$ cat config.mk
export PLATFORM = sky130hd
export DESIGN_NAME = dccr_top
export DESIGN_NICKNAME = d
export VERILOG_FILES = /design/src/verilog/dccr_pkg.sv /design/src/verilog/dccr_fifo.sv /design/src/verilog/dccr_top.sv
export SDC_FILE = /design/constraint.sdc
export NUM_CORES = 2
export LEC_CHECK = 0
export BUFFER_PORTS_ARGS = -buffer_cell sky130_fd_sc_hd__buf_4
export CAP_MARGIN = 30
export CORE_ASPECT_RATIO = 0.6
export CORE_UTILIZATION = 30
export CTS_BUF_LIST = sky130_fd_sc_hd__clkbuf_8 sky130_fd_sc_hd__clkbuf_16
export DETAILED_ROUTE_END_ITERATION = 8
export SLEW_MARGIN = 15
export SYNTH_ARGS = -nofsm -noshare
export SYNTH_HDL_FRONTEND = slang
export SYNTH_HIERARCHICAL = 1
export SYNTH_SLANG_ARGS = --single-unit
$ cat constraint.sdc
create_clock -name clock -period 4.29 [get_ports clock]
set_clock_uncertainty 0.2 [all_clocks]
set_input_delay 0.429 -clock clock [delete_from_list [all_inputs] [get_ports clock]]
set_output_delay 0.429 -clock clock [all_outputs]
set_load 0.02 [all_outputs]
$ cat src/verilog/dccr_pkg.sv
// Package: register map, field layout, reset values and carrier types for the DAC channel control block
package dccr_pkg;

	// Control word layout
	localparam int WORD_W      = 16;                        // Serial control word width
	localparam int ADDR_W      = 7;                         // Address field width
	localparam int DATA_W      = 9;                         // Data field width
	localparam int NUM_REGS    = 13;                        // Stored registers at 00h..0Ch
	localparam int NUM_PAIRS   = 3;                         // Stereo DAC pairs
	localparam int NUM_CHAN    = 6;                         // Mono DAC channels
	localparam int SAMPLE_W    = 24;                        // Audio sample width
	localparam int ATT_W       = 8;                         // Attenuation code width

	// Register offsets
	localparam logic [6:0] ADDR_DAC1_LEFT_ATT   = 7'h00;
	localparam logic [6:0] ADDR_DAC1_RIGHT_ATT  = 7'h01;
	localparam logic [6:0] ADDR_CHANNEL_CTRL    = 7'h02;
	localparam logic [6:0] ADDR_INTERFACE_CTRL  = 7'h03;
	localparam logic [6:0] ADDR_DAC2_LEFT_ATT   = 7'h04;
	localparam logic [6:0] ADDR_DAC2_RIGHT_ATT  = 7'h05;
	localparam logic [6:0] ADDR_DAC3_LEFT_ATT   = 7'h06;
	localparam logic [6:0] ADDR_DAC3_RIGHT_ATT  = 7'h07;
	localparam logic [6:0] ADDR_ALL_CHAN_ATT    = 7'h08;
	localparam logic [6:0] ADDR_FILTER_MUTE     = 7'h09;
	localparam logic [6:0] ADDR_RATE_POWER      = 7'h0a;
	localparam logic [6:0] ADDR_ADC_FORMAT      = 7'h0b;
	localparam logic [6:0] ADDR_ADC_INTERFACE   = 7'h0c;
	localparam logic [6:0] ADDR_SOFT_RESET      = 7'h1f;

	// Field positions
	localparam int ATT_UPDATE_BIT = 8;                      // Latch pending attenuations
	localparam int CTL_ATC_BIT    = 3;                      // right_uses_left_atten
	localparam int CTL_IZD_BIT    = 4;                      // zero_run_mute_en
	localparam int CTL_ROUTE_LSB  = 5;                      // output_route_sel low bit
	localparam int ROUTE_W        = 4;                      // output_route_sel width

	// Reset values
	localparam logic [8:0] RST_ATT            = 9'h0ff;
	localparam logic [8:0] RST_CHANNEL_CTRL   = 9'h120;
	localparam logic [8:0] RST_INTERFACE_CTRL = 9'h000;
	localparam logic [8:0] RST_FILTER_MUTE    = 9'h000;
	localparam logic [8:0] RST_RATE_POWER     = 9'h080;
	localparam logic [8:0] RST_ADC_FORMAT     = 9'h040;
	localparam logic [8:0] RST_ADC_INTERFACE  = 9'h000;
	localparam logic [NUM_REGS-1:0][8:0] REG_DEFAULTS = {
		RST_ADC_INTERFACE, RST_ADC_FORMAT, RST_RATE_POWER, RST_FILTER_MUTE, RST_ATT,
		RST_ATT, RST_ATT, RST_ATT, RST_ATT, RST_INTERFACE_CTRL, RST_CHANNEL_CTRL, RST_ATT, RST_ATT};

	// Left attenuation offset of each pair; the right one follows it
	localparam logic [NUM_PAIRS-1:0][6:0] PAIR_LEFT_ATT = {ADDR_DAC3_LEFT_ATT, ADDR_DAC2_LEFT_ATT,
		ADDR_DAC1_LEFT_ATT};

	// Route source codes
	localparam logic [1:0] SRC_MUTE  = 2'h0;
	localparam logic [1:0] SRC_LEFT  = 2'h1;
	localparam logic [1:0] SRC_RIGHT = 2'h2;
	localparam logic [1:0] SRC_AVG   = 2'h3;

	// Zero run detection
	localparam int         ZCNT_W       = 11;
	localparam logic [10:0] ZERO_RUN_LEN = 11'h400;         // 1024 consecutive zeros

	// midrail_level: signed code that puts the DAC at mid-rail
	localparam logic [SAMPLE_W-1:0] MIDRAIL_LEVEL = 24'h000000;

	// Buffer depth
	localparam int FIFO_DEPTH = 32;

	// Control word as delivered by the serial port
	typedef struct packed {
		logic [ADDR_W-1:0] addr;                            // Bits 15:9
		logic [DATA_W-1:0] data;                            // Bits 8:0
	} dccr_word_t;

	// Stereo input sample for one pair
	typedef struct packed {
		logic [1:0]          pair;
		logic [SAMPLE_W-1:0] left;
		logic [SAMPLE_W-1:0] right;
	} dccr_in_t;

	// Routed sample with its attenuation and mute state
	typedef struct packed {
		logic [1:0]          pair;
		logic [SAMPLE_W-1:0] left;
		logic [SAMPLE_W-1:0] right;
		logic [ATT_W-1:0]    left_att;
		logic [ATT_W-1:0]    right_att;
		logic                left_mute;
		logic                right_mute;
	} dccr_out_t;

	// All state of the control block
	typedef struct packed {
		logic [NUM_REGS-1:0][DATA_W-1:0] regs;
		logic [NUM_CHAN-1:0][ATT_W-1:0]  att_act;
		logic [NUM_CHAN-1:0][ZCNT_W-1:0] zcnt;
		logic [NUM_CHAN-1:0]             zflag;
		logic                            out_valid;
		dccr_out_t                       out;
	} dccr_state_t;

endpackage : dccr_pkg

$ cat src/verilog/dccr_fifo.sv
// Sample buffer: flip-flop FIFO with valid/ready on both sides
`timescale 1ns/1ps
module dccr_fifo #(
	parameter int WIDTH = 50,
	parameter int DEPTH = 32
) (
	input  wire logic             clock,
	input  wire logic             reset,
	input  wire logic             in_valid,
	output logic                  in_ready,
	input  wire logic [WIDTH-1:0] in_data,
	output logic                  out_valid,
	input  wire logic             out_ready,
	output logic [WIDTH-1:0]      out_data
);
	localparam int AW = $clog2(DEPTH);

	// Pointers carry one extra bit so full and empty differ
	typedef struct packed {
		logic [DEPTH-1:0][WIDTH-1:0] mem;
		logic [AW:0]                 wr;
		logic [AW:0]                 rd;
		logic                        ready;
	} dccr_fifo_state_t;

	dccr_fifo_state_t s_q;                              // Registered state
	dccr_fifo_state_t s_d;                              // Next state
	logic             push;                             // Write accepted
	logic             pop;                              // Read accepted
	logic [AW:0]      used;                             // Occupancy after this cycle

	assign in_ready  = s_q.ready;
	assign out_valid = (s_q.wr != s_q.rd);
	assign out_data  = s_q.mem[s_q.rd[AW-1:0]];
	assign push      = in_valid && s_q.ready;
	assign pop       = out_valid && out_ready;

	// Ready is registered, so it looks one cycle ahead to stay honest
	always_comb begin
		s_d = s_q;
		if (push) begin
			s_d.mem[s_q.wr[AW-1:0]] = in_data;
			s_d.wr = s_q.wr + 1'b1;
		end
		if (pop) begin
			s_d.rd = s_q.rd + 1'b1;
		end
		used = s_d.wr - s_d.rd;
		s_d.ready = (used < (AW+1)'(DEPTH));
		if (reset) begin
			s_d.wr = '0;
			s_d.rd = '0;
			s_d.ready = 1'b0;
		end
	end

	// Single register stage
	always_ff @(posedge clock) begin
		s_q <= s_d;
	end
endmodule : dccr_fifo

$ cat src/verilog/dccr_top.sv
// DAC channel control: register bank, attenuation sharing, zero-run mute and output routing
//
// Behaviour
// Control word: address bits 15:9, data 8:0
// Host writes zero to unused bits
// Sharing bit gives right DACs left attenuation
// Sharing change needs no attenuation update
// 1024 zero samples mute channel to mid-rail
// First non-zero sample unmutes the channel
// Route field bits 8:5, resets to 1001
// Route codes: mute, left, right, average
// Write to 1Fh restores all defaults
`timescale 1ns/1ps
module dccr_top
	import dccr_pkg::*;
(
	input  wire logic                clock,
	input  wire logic                reset,
	input  wire logic                word_valid,
	input  wire dccr_pkg::dccr_word_t word,
	input  wire logic                in_valid,
	output logic                     in_ready,
	input  wire dccr_pkg::dccr_in_t  in_sample,
	output logic                     out_valid,
	input  wire logic                out_ready,
	output dccr_pkg::dccr_out_t      out_sample,
	output logic [5:0]               zero_flags,
	output logic [8:0]               channel_control,
	output logic [8:0]               interface_control,
	output logic [8:0]               filter_mute_control,
	output logic [8:0]               rate_power_control,
	output logic [8:0]               adc_format_control,
	output logic [8:0]               adc_interface_control,
	output logic [8:0]               all_channel_att
);
	import dccr_pkg::*;

	localparam int IN_W = $bits(dccr_in_t);

	dccr_state_t s_q;                                  // Registered state
	dccr_state_t s_d;                                  // Next state

	// Buffer side signals
	logic        buf_valid;                            // Sample waiting in the buffer
	logic        buf_ready;                            // Output stage can take a sample
	dccr_in_t    buf_sample;                           // Head of the buffer
	logic [IN_W-1:0] buf_bits;                         // Raw head bits

	// Per channel zero detection
	logic [NUM_CHAN-1:0][ZCNT_W-1:0] zcnt_next;        // Counter after this pop
	logic [NUM_CHAN-1:0]             zflag_next;       // Run complete after this pop
	logic                            pop;              // Sample leaves the buffer
	logic                            pair_ok;          // Pair index in range

	// Control fields taken from the channel register
	logic             share_att;                       // right_uses_left_atten
	logic             zero_mute_en;                    // zero_run_mute_en
	logic [ROUTE_W-1:0] route;                         // output_route_sel

	assign share_att    = s_q.regs[ADDR_CHANNEL_CTRL][CTL_ATC_BIT];
	assign zero_mute_en = s_q.regs[ADDR_CHANNEL_CTRL][CTL_IZD_BIT];
	assign route        = s_q.regs[ADDR_CHANNEL_CTRL][CTL_ROUTE_LSB +: ROUTE_W];

	// Stall the buffer while the output holds an unaccepted sample
	assign buf_ready  = !s_q.out_valid || out_ready;
	assign pop        = buf_valid && buf_ready;
	assign buf_sample = dccr_in_t'(buf_bits);
	assign pair_ok    = (buf_sample.pair < 2'(NUM_PAIRS));

	// The buffer decouples the sample source from the consumer's pace
	dccr_fifo #(
		.WIDTH (IN_W),
		.DEPTH (FIFO_DEPTH)
	) u_fifo (
		.clock     (clock),
		.reset     (reset),
		.in_valid  (in_valid),
		.in_ready  (in_ready),
		.in_data   (in_sample),
		.out_valid (buf_valid),
		.out_ready (buf_ready),
		.out_data  (buf_bits)
	);

	// One zero-run counter per input channel; even index is a left input
	genvar g;
	generate
		for (g = 0; g < NUM_CHAN; g++) begin : g_zero
			logic [SAMPLE_W-1:0] chan_val;             // This channel's input value
			logic                hit;                  // Sample for this channel's pair
			assign chan_val = (g % 2 == 0) ? buf_sample.left : buf_sample.right;
			assign hit      = pop && pair_ok && (buf_sample.pair == 2'(g / 2));
			always_comb begin
				zcnt_next[g] = s_q.zcnt[g];
				if (hit) begin
					if (chan_val != '0) begin
						// Any non-zero sample restarts the run
						zcnt_next[g] = '0;
					end else if (s_q.zcnt[g] != ZERO_RUN_LEN) begin
						// Saturate so a long silence never wraps into an unmute
						zcnt_next[g] = s_q.zcnt[g] + 1'b1;
					end
				end
				zflag_next[g] = (zcnt_next[g] == ZERO_RUN_LEN);
			end
		end
	endgenerate

	// Pick one DAC source from the route code
	function automatic logic [SAMPLE_W-1:0] pick_source(
		input logic [1:0]          sel,
		input logic [SAMPLE_W-1:0] l,
		input logic [SAMPLE_W-1:0] r
	);
		logic [SAMPLE_W:0] sum;
		sum = {l[SAMPLE_W-1], l} + {r[SAMPLE_W-1], r};
		case (sel)
			SRC_MUTE:  pick_source = MIDRAIL_LEVEL;
			SRC_LEFT:  pick_source = l;
			SRC_RIGHT: pick_source = r;
			SRC_AVG:   pick_source = sum[SAMPLE_W:1];
			default:   pick_source = MIDRAIL_LEVEL;
		endcase
	endfunction : pick_source

	// Register writes, attenuation latching and the output stage
	always_comb begin
		logic [2:0]          p;                        // Pair of the popped sample
		logic [SAMPLE_W-1:0] l_src;                    // Routed left value
		logic [SAMPLE_W-1:0] r_src;                    // Routed right value
		logic                l_mute;                   // Left DAC held at mid-rail
		logic                r_mute;                   // Right DAC held at mid-rail
		p      = '0;
		l_src  = '0;
		r_src  = '0;
		l_mute = 1'b0;
		r_mute = 1'b0;
		s_d    = s_q;

		// Control word: address in the top seven bits, data below
		if (word_valid) begin
			if (word.addr == ADDR_SOFT_RESET) begin
				// Any value written here restores every default
				s_d.regs = REG_DEFAULTS;
				for (int c = 0; c < NUM_CHAN; c++) begin
					s_d.att_act[c] = RST_ATT[ATT_W-1:0];
				end
			end else if (word.addr < 7'(NUM_REGS)) begin
				// Stored as written; unused bits are the host's to keep at zero
				s_d.regs[word.addr[3:0]] = word.data;
				if (word.addr == ADDR_ALL_CHAN_ATT) begin
					// One write loads the same code into all six channels
					for (int k = 0; k < NUM_PAIRS; k++) begin
						s_d.regs[PAIR_LEFT_ATT[k][3:0]]        = word.data;
						s_d.regs[PAIR_LEFT_ATT[k][3:0] + 4'h1] = word.data;
					end
				end
				// Update bit on an attenuation write latches every pending code
				if (word.data[ATT_UPDATE_BIT] && (word.addr <= ADDR_ALL_CHAN_ATT) &&
					(word.addr != ADDR_CHANNEL_CTRL) && (word.addr != ADDR_INTERFACE_CTRL)) begin
					for (int k = 0; k < NUM_PAIRS; k++) begin
						s_d.att_act[2*k]   = s_d.regs[PAIR_LEFT_ATT[k][3:0]][ATT_W-1:0];
						s_d.att_act[2*k+1] = s_d.regs[PAIR_LEFT_ATT[k][3:0] + 4'h1][ATT_W-1:0];
					end
				end
			end
			// Other addresses are ignored
		end

		// Output handshake: a taken sample clears valid unless a new one replaces it
		if (s_q.out_valid && out_ready) begin
			s_d.out_valid = 1'b0;
		end

		// Zero counters move only with popped samples
		s_d.zcnt  = zcnt_next;
		s_d.zflag = zflag_next;

		if (pop && pair_ok) begin
			p  = {1'b0, buf_sample.pair};
			l_src = pick_source(route[1:0], buf_sample.left, buf_sample.right);
			r_src = pick_source(route[3:2], buf_sample.left, buf_sample.right);
			// Mute follows the DAC's own-side input channel of the pair
			l_mute = zero_mute_en && zflag_next[2*p];
			r_mute = zero_mute_en && zflag_next[2*p+1];
			s_d.out_valid      = 1'b1;
			s_d.out.pair       = buf_sample.pair;
			s_d.out.left       = l_mute ? MIDRAIL_LEVEL : l_src;
			s_d.out.right      = r_mute ? MIDRAIL_LEVEL : r_src;
			s_d.out.left_mute  = l_mute;
			s_d.out.right_mute = r_mute;
			s_d.out.left_att   = s_q.att_act[2*p];
			// Sharing is looked up per sample, so it acts on the next one with no update
			s_d.out.right_att  = share_att ? s_q.att_act[2*p] : s_q.att_act[2*p+1];
		end

		// Synchronous reset puts every register at its default
		if (reset) begin
			s_d.regs      = REG_DEFAULTS;
			s_d.zcnt      = '0;
			s_d.zflag     = '0;
			s_d.out_valid = 1'b0;
			s_d.out       = '0;
			for (int c = 0; c < NUM_CHAN; c++) begin
				s_d.att_act[c] = RST_ATT[ATT_W-1:0];
			end
		end
	end

	// Single register stage for all state
	always_ff @(posedge clock) begin
		s_q <= s_d;
	end

	// Outputs come straight from the state register
	assign out_valid             = s_q.out_valid;
	assign out_sample            = s_q.out;
	assign zero_flags            = s_q.zflag;
	assign channel_control       = s_q.regs[ADDR_CHANNEL_CTRL];
	assign interface_control     = s_q.regs[ADDR_INTERFACE_CTRL];
	assign filter_mute_control   = s_q.regs[ADDR_FILTER_MUTE];
	assign rate_power_control    = s_q.regs[ADDR_RATE_POWER];
	assign adc_format_control    = s_q.regs[ADDR_ADC_FORMAT];
	assign adc_interface_control = s_q.regs[ADDR_ADC_INTERFACE];
	assign all_channel_att       = s_q.regs[ADDR_ALL_CHAN_ATT];
endmodule : dccr_top

# Word-level counts from Yosys, hierarchy flattened
# Cells that the tools add are included.
# totals
in_bits,71
register_bits,1919
memories,0
romBits,0
latchBits,0
mem_bits_rw,0
# op_classes
bitwise_logic,0
shift,0
n_reduce_logical,26
n_mux,48
n_eq_ne,25
n_div,0
addsub,11
magnitude_cmp,11
multipliers,0
# ops
op,n
$bwmux 1600,1
$mux 165,2
$bmux 50 s5,1
$demux 50 s5,1
$mux 11,18
$pmux 24 s4,2
$bwmux 117,1
$mux 50,2
$mux 69,1
$add 11x1->11 const B,6
$eq 11x11->1 const B,6
$ne 11x11->1 const B,6
$mux 24,2
$mux 48,1
$reduce_bool 24->1,2
$demux 9 s4,1
$mux 36,1
$add 24x24->25,1
$bmux 8 s3,1
$mux 8,3
$mux 18,1
$bmux 8 s2,1
$logic_and 1x1->1,14
$ne 7x2->1 const B,2
other kinds (29),44

# Logic depth before layout (Yosys ltp)
# depth
ltp_word,12
ltp_mapped,21
mapped_depth_nobuf,14

# Cells and area by module
# The synthesis kept the hierarchy.
# by_module_without_submodules
module,cells_per_inst,area_each_um2,n_inst
dccr_fifo,2403,61370.1,1
dccr_top,2064,16733.5,1

# Least setup slack after synthesis
# OpenSTA, ideal clock, no wires.
# synth_path
kind,register to register
start,register u_fifo/s_q[2] (netlist name)
end,"register s_q, in the netlist out_sample[40]"
synth_period_minus_slack_ns,4.739
slack_ns,-0.449
t_arrival_ns,4.416
path_buffers,7
stages_incl_launch_ff,20
setup_ns,0.123
path_cell_list,dfxtp_1 clkbuf_1 clkbuf_1 clkbuf_1 mux4_2 mux4_2 mux2_2 buf_2 nor2b_1 buf_2 and3_1 buf_4 a31oi_1 or4b_1 a221oi_2 o2111ai_1 o221ai_2 a21o_2 buf_6 o21ai_1
# synth_between
elab_chain_len,11
elab_cells_between_ends,39
cone_classes,add/sub: 2; order compare: 1; eq/ne: 9; mux: 18; reduce/logical: 9
# synth_rtl
item,line_no,text
start: declaration,dccr_fifo.sv:26,dccr_fifo_state_t s_q;
start signal: assignment,dccr_fifo.sv:59,s_q <= s_d;
$bmux 50 s5 *,dccr_fifo.sv:34,assign out_data = s_q.mem[s_q.rd[AW-1:0]];
$mux 50 (not written as such) *,dccr_fifo.sv:34,
via buf_bits[48],dccr_top.sv:47,logic [IN_W-1:0] buf_bits;
$lt 2x2->1,dccr_top.sv:68,assign pair_ok = (buf_sample.pair < 2'(NUM_PAIRS));
$logic_and 1x1->1,"dccr_top.sv:92, dccr_top.sv:179",
$logic_and 1x1->1,dccr_top.sv:92,assign hit = pop && pair_ok && (buf_sample.pair == 2'(g / 2));
$mux 11,dccr_top.sv:95,if (hit) begin
$eq 11x11->1,dccr_top.sv:104,zflag_next[g] = (zcnt_next[g] == ZERO_RUN_LEN);
$bmux 1 s3,dccr_top.sv:185,r_mute = zero_mute_en && zflag_next[2*p+1];
$mux 1 (not written as such),dccr_top.sv:185,
$logic_and 1x1->1,dccr_top.sv:185,
$mux 24,dccr_top.sv:189,s_d.out.right = r_mute ? MIDRAIL_LEVEL : r_src;
end signal: assignment,dccr_top.sv:212,s_q <= s_d;
end: declaration,dccr_top.sv:40,dccr_state_t s_q;
# Mark *: on every way through the listed nets, which the timed path passes. The rest lies on a longest branch. The select of a mux whose other input is x is not followed.
# A chain may end at the register's enable or synchronous reset.

# Worst setup path in the final report
# layout_path
start,register u_fifo/s_q[1] (netlist name)
end,"register s_q, in the netlist out_sample[53]"
# layout_between
elab_cells_between_ends,28
cone_classes,add/sub: 1; order compare: 1; eq/ne: 6; mux: 12; reduce/logical: 8
# layout_lines
item,line_no,text
$bmux 50 s5 *,dccr_fifo.sv:34,
$mux 50 (not written as such) *,dccr_fifo.sv:34,
via buf_bits[24],dccr_top.sv:47,
$reduce_bool 24->1,dccr_top.sv:96,if (chan_val != '0) begin
$mux 11,dccr_top.sv:96,
$mux 11,dccr_top.sv:95,
$eq 11x11->1,dccr_top.sv:104,
$bmux 1 s2,dccr_top.sv:184,l_mute = zero_mute_en && zflag_next[2*p];
$mux 1 (not written as such),dccr_top.sv:184,
$logic_and 1x1->1,dccr_top.sv:184,
$mux 24 *,dccr_top.sv:188,s_d.out.left = l_mute ? MIDRAIL_LEVEL : l_src;
# Marks and branches as above.

==> flow_metrics.tcl <==
set metrics [dict create \
    status "complete, but fails checks" \
    violations "negative setup slack" \
    clkLatencyLatePin_ns 0.85 \
    worst_slew_pin_slew_ns 1.039 \
    layout-drive-gt1-share_pct 34.66 \
    r2r-start "u_fifo/s_q[1]" \
    drt-pass1-iter-count 6 \
    cts-root-buf "clkbuf_16" \
    powerDensity_nw_per_um2 530.1 \
    cpMostUsedCell "buf_12" \
    synth_compound_gate_area_share_pct 4.950 \
    viasPerCell 5.321 \
    syn_nets 4583 \
    synth_top_cell_area_share_pct 61.52 \
    io_buffers 209 \
    cp-start-kind "flop" \
    synthDistinctLibCells 76 \
    setup_ws_ns -0.9389 \
    hold_viol_final 0 \
    maxCapViolCount 0 \
    drc 0 \
    synth_top_cell_by_area "edfxtp_1" \
    ant_nets 0 \
    gp_congestion 0.8655 \
    grt_max_degree 171 \
    fmax_ghz 0.1912 \
    cts.sinks 1913 \
    layout_common_cells "edfxtp_1 (1600), buf_4 (535), mux4_2 (500)" \
    post-route-min-period_ns 5.229 \
    dpl_worst_slack_ns -1.270 \
    tritoncts "built" \
    initial_core_util_pct 30.29 \
    holdPathStages 6 \
    synth_edf_count 1600 \
    ioPinCount 210 \
    ir_drop_mv 0.3074 \
    ys_seq_elements 1913 \
    hold_end "channel_control[5]" \
    htreeDepth 4 \
    total_power_mw 50.50 \
    hpwl_mm 136.4 \
    rr_worst_depth 19 \
    synth_xor_area_share_pct 0.8603 \
    hp-start "word[10]" \
    cp.required_ns 4.80 \
    async_flop_share_pct 0 \
    cts_buffers 173 \
    area_growth_pct 21.98 \
    r2r_end "out_sample[53]" \
    critPathMaxFanout 12 \
    grt_pass1_vias 43940 \
    maxSlewViolCount 0 \
    synth_area_per_cell_sq_um 17.48 \
    critPathBufInv 7 \
    finalSetupViolations 93 \
    synth.cell_area_sq_um 78100 \
    ys.flop_type "edfxtp_1" \
    synth_top_family_by_area "multiplexers" \
    rsz0062_at_grt "yes" \
    r2r_slack_ns -0.94 \
    core_area_sq_um 257800 \
    grt-ovfl-total 0 \
    num_vias 45610 \
    netlist_instances 4467 \
    slowest_delay_ns 0.54 \
    hp-class "in2reg" \
    fin_cells 8572 \
    dpl_cell_area_sq_um 86640 \
    critical_path_arrival_ns 5.73 \
    grt_pass1_wl_mm 325.9 \
    clockBufferDepth 4 \
    nNetsFinal 5133 \
    antenna_found_initial 17 \
    dieArea_sq_um 262500 \
    dpl.cell_count 8118 \
    cp_top_family "multiplexers" \
    ys_warn_count 6 \
    wl_per_cell_um 27.31 \
    num_rows 144 \
    drtIter0Drc 6079 \
    die_w_um 660.7 \
    path_cells "buf_12 > buf_12 > buf_12 > buf_8 > mux4_2 > mux4_2 > mux2_4 > nor4_4 > buf_4 > nand4_1 > buf_6 > or2_4 > a211oi_2 > o211ai_1 > a2111oi_4 > o21ai_4 > o2111ai_4 > clkbuf_16 > o21ai_0" \
    grt_usage_pct 17.17 \
    final_area_sq_um 95270 \
    relSlewSlack_pct 30.56 \
    final.period_utilization_pct 121.9 \
    clk_pin_slew_ns 0.07 \
    static-leakage-power_nw 30.83 \
    synthTopCellsByArea "edfxtp_1 (62%), mux4_2 (14%), dfxtp_1 (8.0%), nor2_1 (1.7%), buf_4 (1.3%)" \
    synth_adder_area_share_pct 0.7305 \
    cp-end-kind "flop" \
    die_height_um 397.2 \
    cp_slowest_cell "nor4_4" \
    synth-simple-area-share_pct 4.827 \
    mostFrequentLayoutCell "edfxtp_1" \
    seq_area_frac_synth_pct 69.54 \
    criticalPathCategory "reg2reg" \
    muxShareOfSynthArea_pct 16.07 \
    wl_mm 234.1 \
]
==> cell type report <==
type,instances,area (sq um)
fillers,23590,162600
flip-flops and latches,1913,54330
multi-input cells,2097,22920
repair buffers,787,8189
clock buffers,177,4407
well taps,3431,4293
clock inverters,119,955.9
inverters,45,168.9
diodes,3,7.507
==> registers in the layout, summed over array words and instances, names as in the netlist <==
name	count
u_fifo/s_q	1612
filter_mute_control	9
out_sample	68
adc_interface_control	9
channel_control	9
adc_format_control	9
all_channel_att	9
rate_power_control	9
zero_flags	6
interface_control	9
s_q	162
u_fifo/in_ready	1
out_valid	1
==> stage by stage <==
step                      TNS, ns  hold slack (ns)  util, %
after CTS                  -38.50         0.006271    36.31
after global routing       -57.91          0.08213    36.95
after global placement    -121.58           0.2335    33.56
after detailed placement   -87.26           0.2415    33.60
final                      -49.51          0.07084    36.95
after floorplan            -5.387           0.2263        -
==> Yosys cell counts (7+ instances only) <==
cell type / instances
a2111oi_0: 12
a211o_1: 98
a211oi_1: 49
a21o_1: 16
a21oi_1: 88
a22o_1: 12
a22oi_1: 79
a31oi_1: 25
and2_1: 11
and3_1: 29
buf_1: 29
buf_2: 52
buf_4: 139
buf_6: 7
clkbuf_1: 187
dfxtp_1: 313
edfxtp_1: 1600
ha_1: 44
inv_1: 45
mux2_2: 87
mux2i_1: 31
mux4_2: 500
nand2_1: 125
nand2b_1: 19
nand3_1: 56
nand4_1: 33
nor2_1: 364
nor2b_1: 50
nor3_1: 47
nor4_1: 16
nor4b_1: 8
o21ai_0: 67
o21ai_1: 24
o21bai_1: 8
o22ai_1: 8
o31ai_1: 11
or2_2: 10
or3_1: 19
xnor2_1: 40
xor2_1: 34
==> worst reg2reg max path: cells and delay by family (launching register included) <==
family          cells  cell delay [ns]
flops               1             0.38
mux                 3             1.38
buf+inv             7             1.17
simple gates        3             0.92
compound gates      6             1.08
==> per-layer routing <==
metal	track usage [%]	part of all wire, %
met5	0	0.064
met2	25.58	44
met4	3.715	2.1
met3	3.404	9.0
met1	25.83	45
==> power breakdown <==
group	switching, mW	internal, mW	total [mW]
logic	7.22	7.00	14.2
clock network	6.93	8.35	15.3
registers	0.455	20.6	21.0
total	14.6	35.9	50.5
==> logic make-up (layout without fill, tap and decap cells) <==
logic type | count (synthesis) | after routing
fa+ha+maj | 45 | 45
mux | 618 | 618
xor+xnor | 75 | 75
simple gates | 809 | 810
compound gates | 548 | 549
buf+inv | 459 | 1128
flops | 1913 | 1913
other cells | 0 | 3
==> worst max-delay path by stage <==
| stage | from | end | depth (start not counted) |
|---|---|---|---|
| after global routing | u_fifo/s_q[1] | out_sample[59] | 21 |
| after CTS | u_fifo/s_q[1] | out_sample[32] | 20 |
| final | u_fifo/s_q[1] | out_sample[53] | 19 |
| after floorplan | u_fifo/s_q[1] | out_sample[40] | 19 |
| after detailed placement | u_fifo/s_q[1] | out_sample[55] | 16 |
| after global placement | u_fifo/s_q[1] | out_sample[46] | 16 |
==> repair_timing <==
item                                   in CTS  in global routing
resized for setup                         131                222
pin swaps                                  31                 84
hold buffers                               65                  0
setup buffers                              18                 58
cloned                                      8                 10
endpoints found under the hold margin    1749                  0
setup endpoints to repair                 128                128
(Power assumes the default switching activity.)
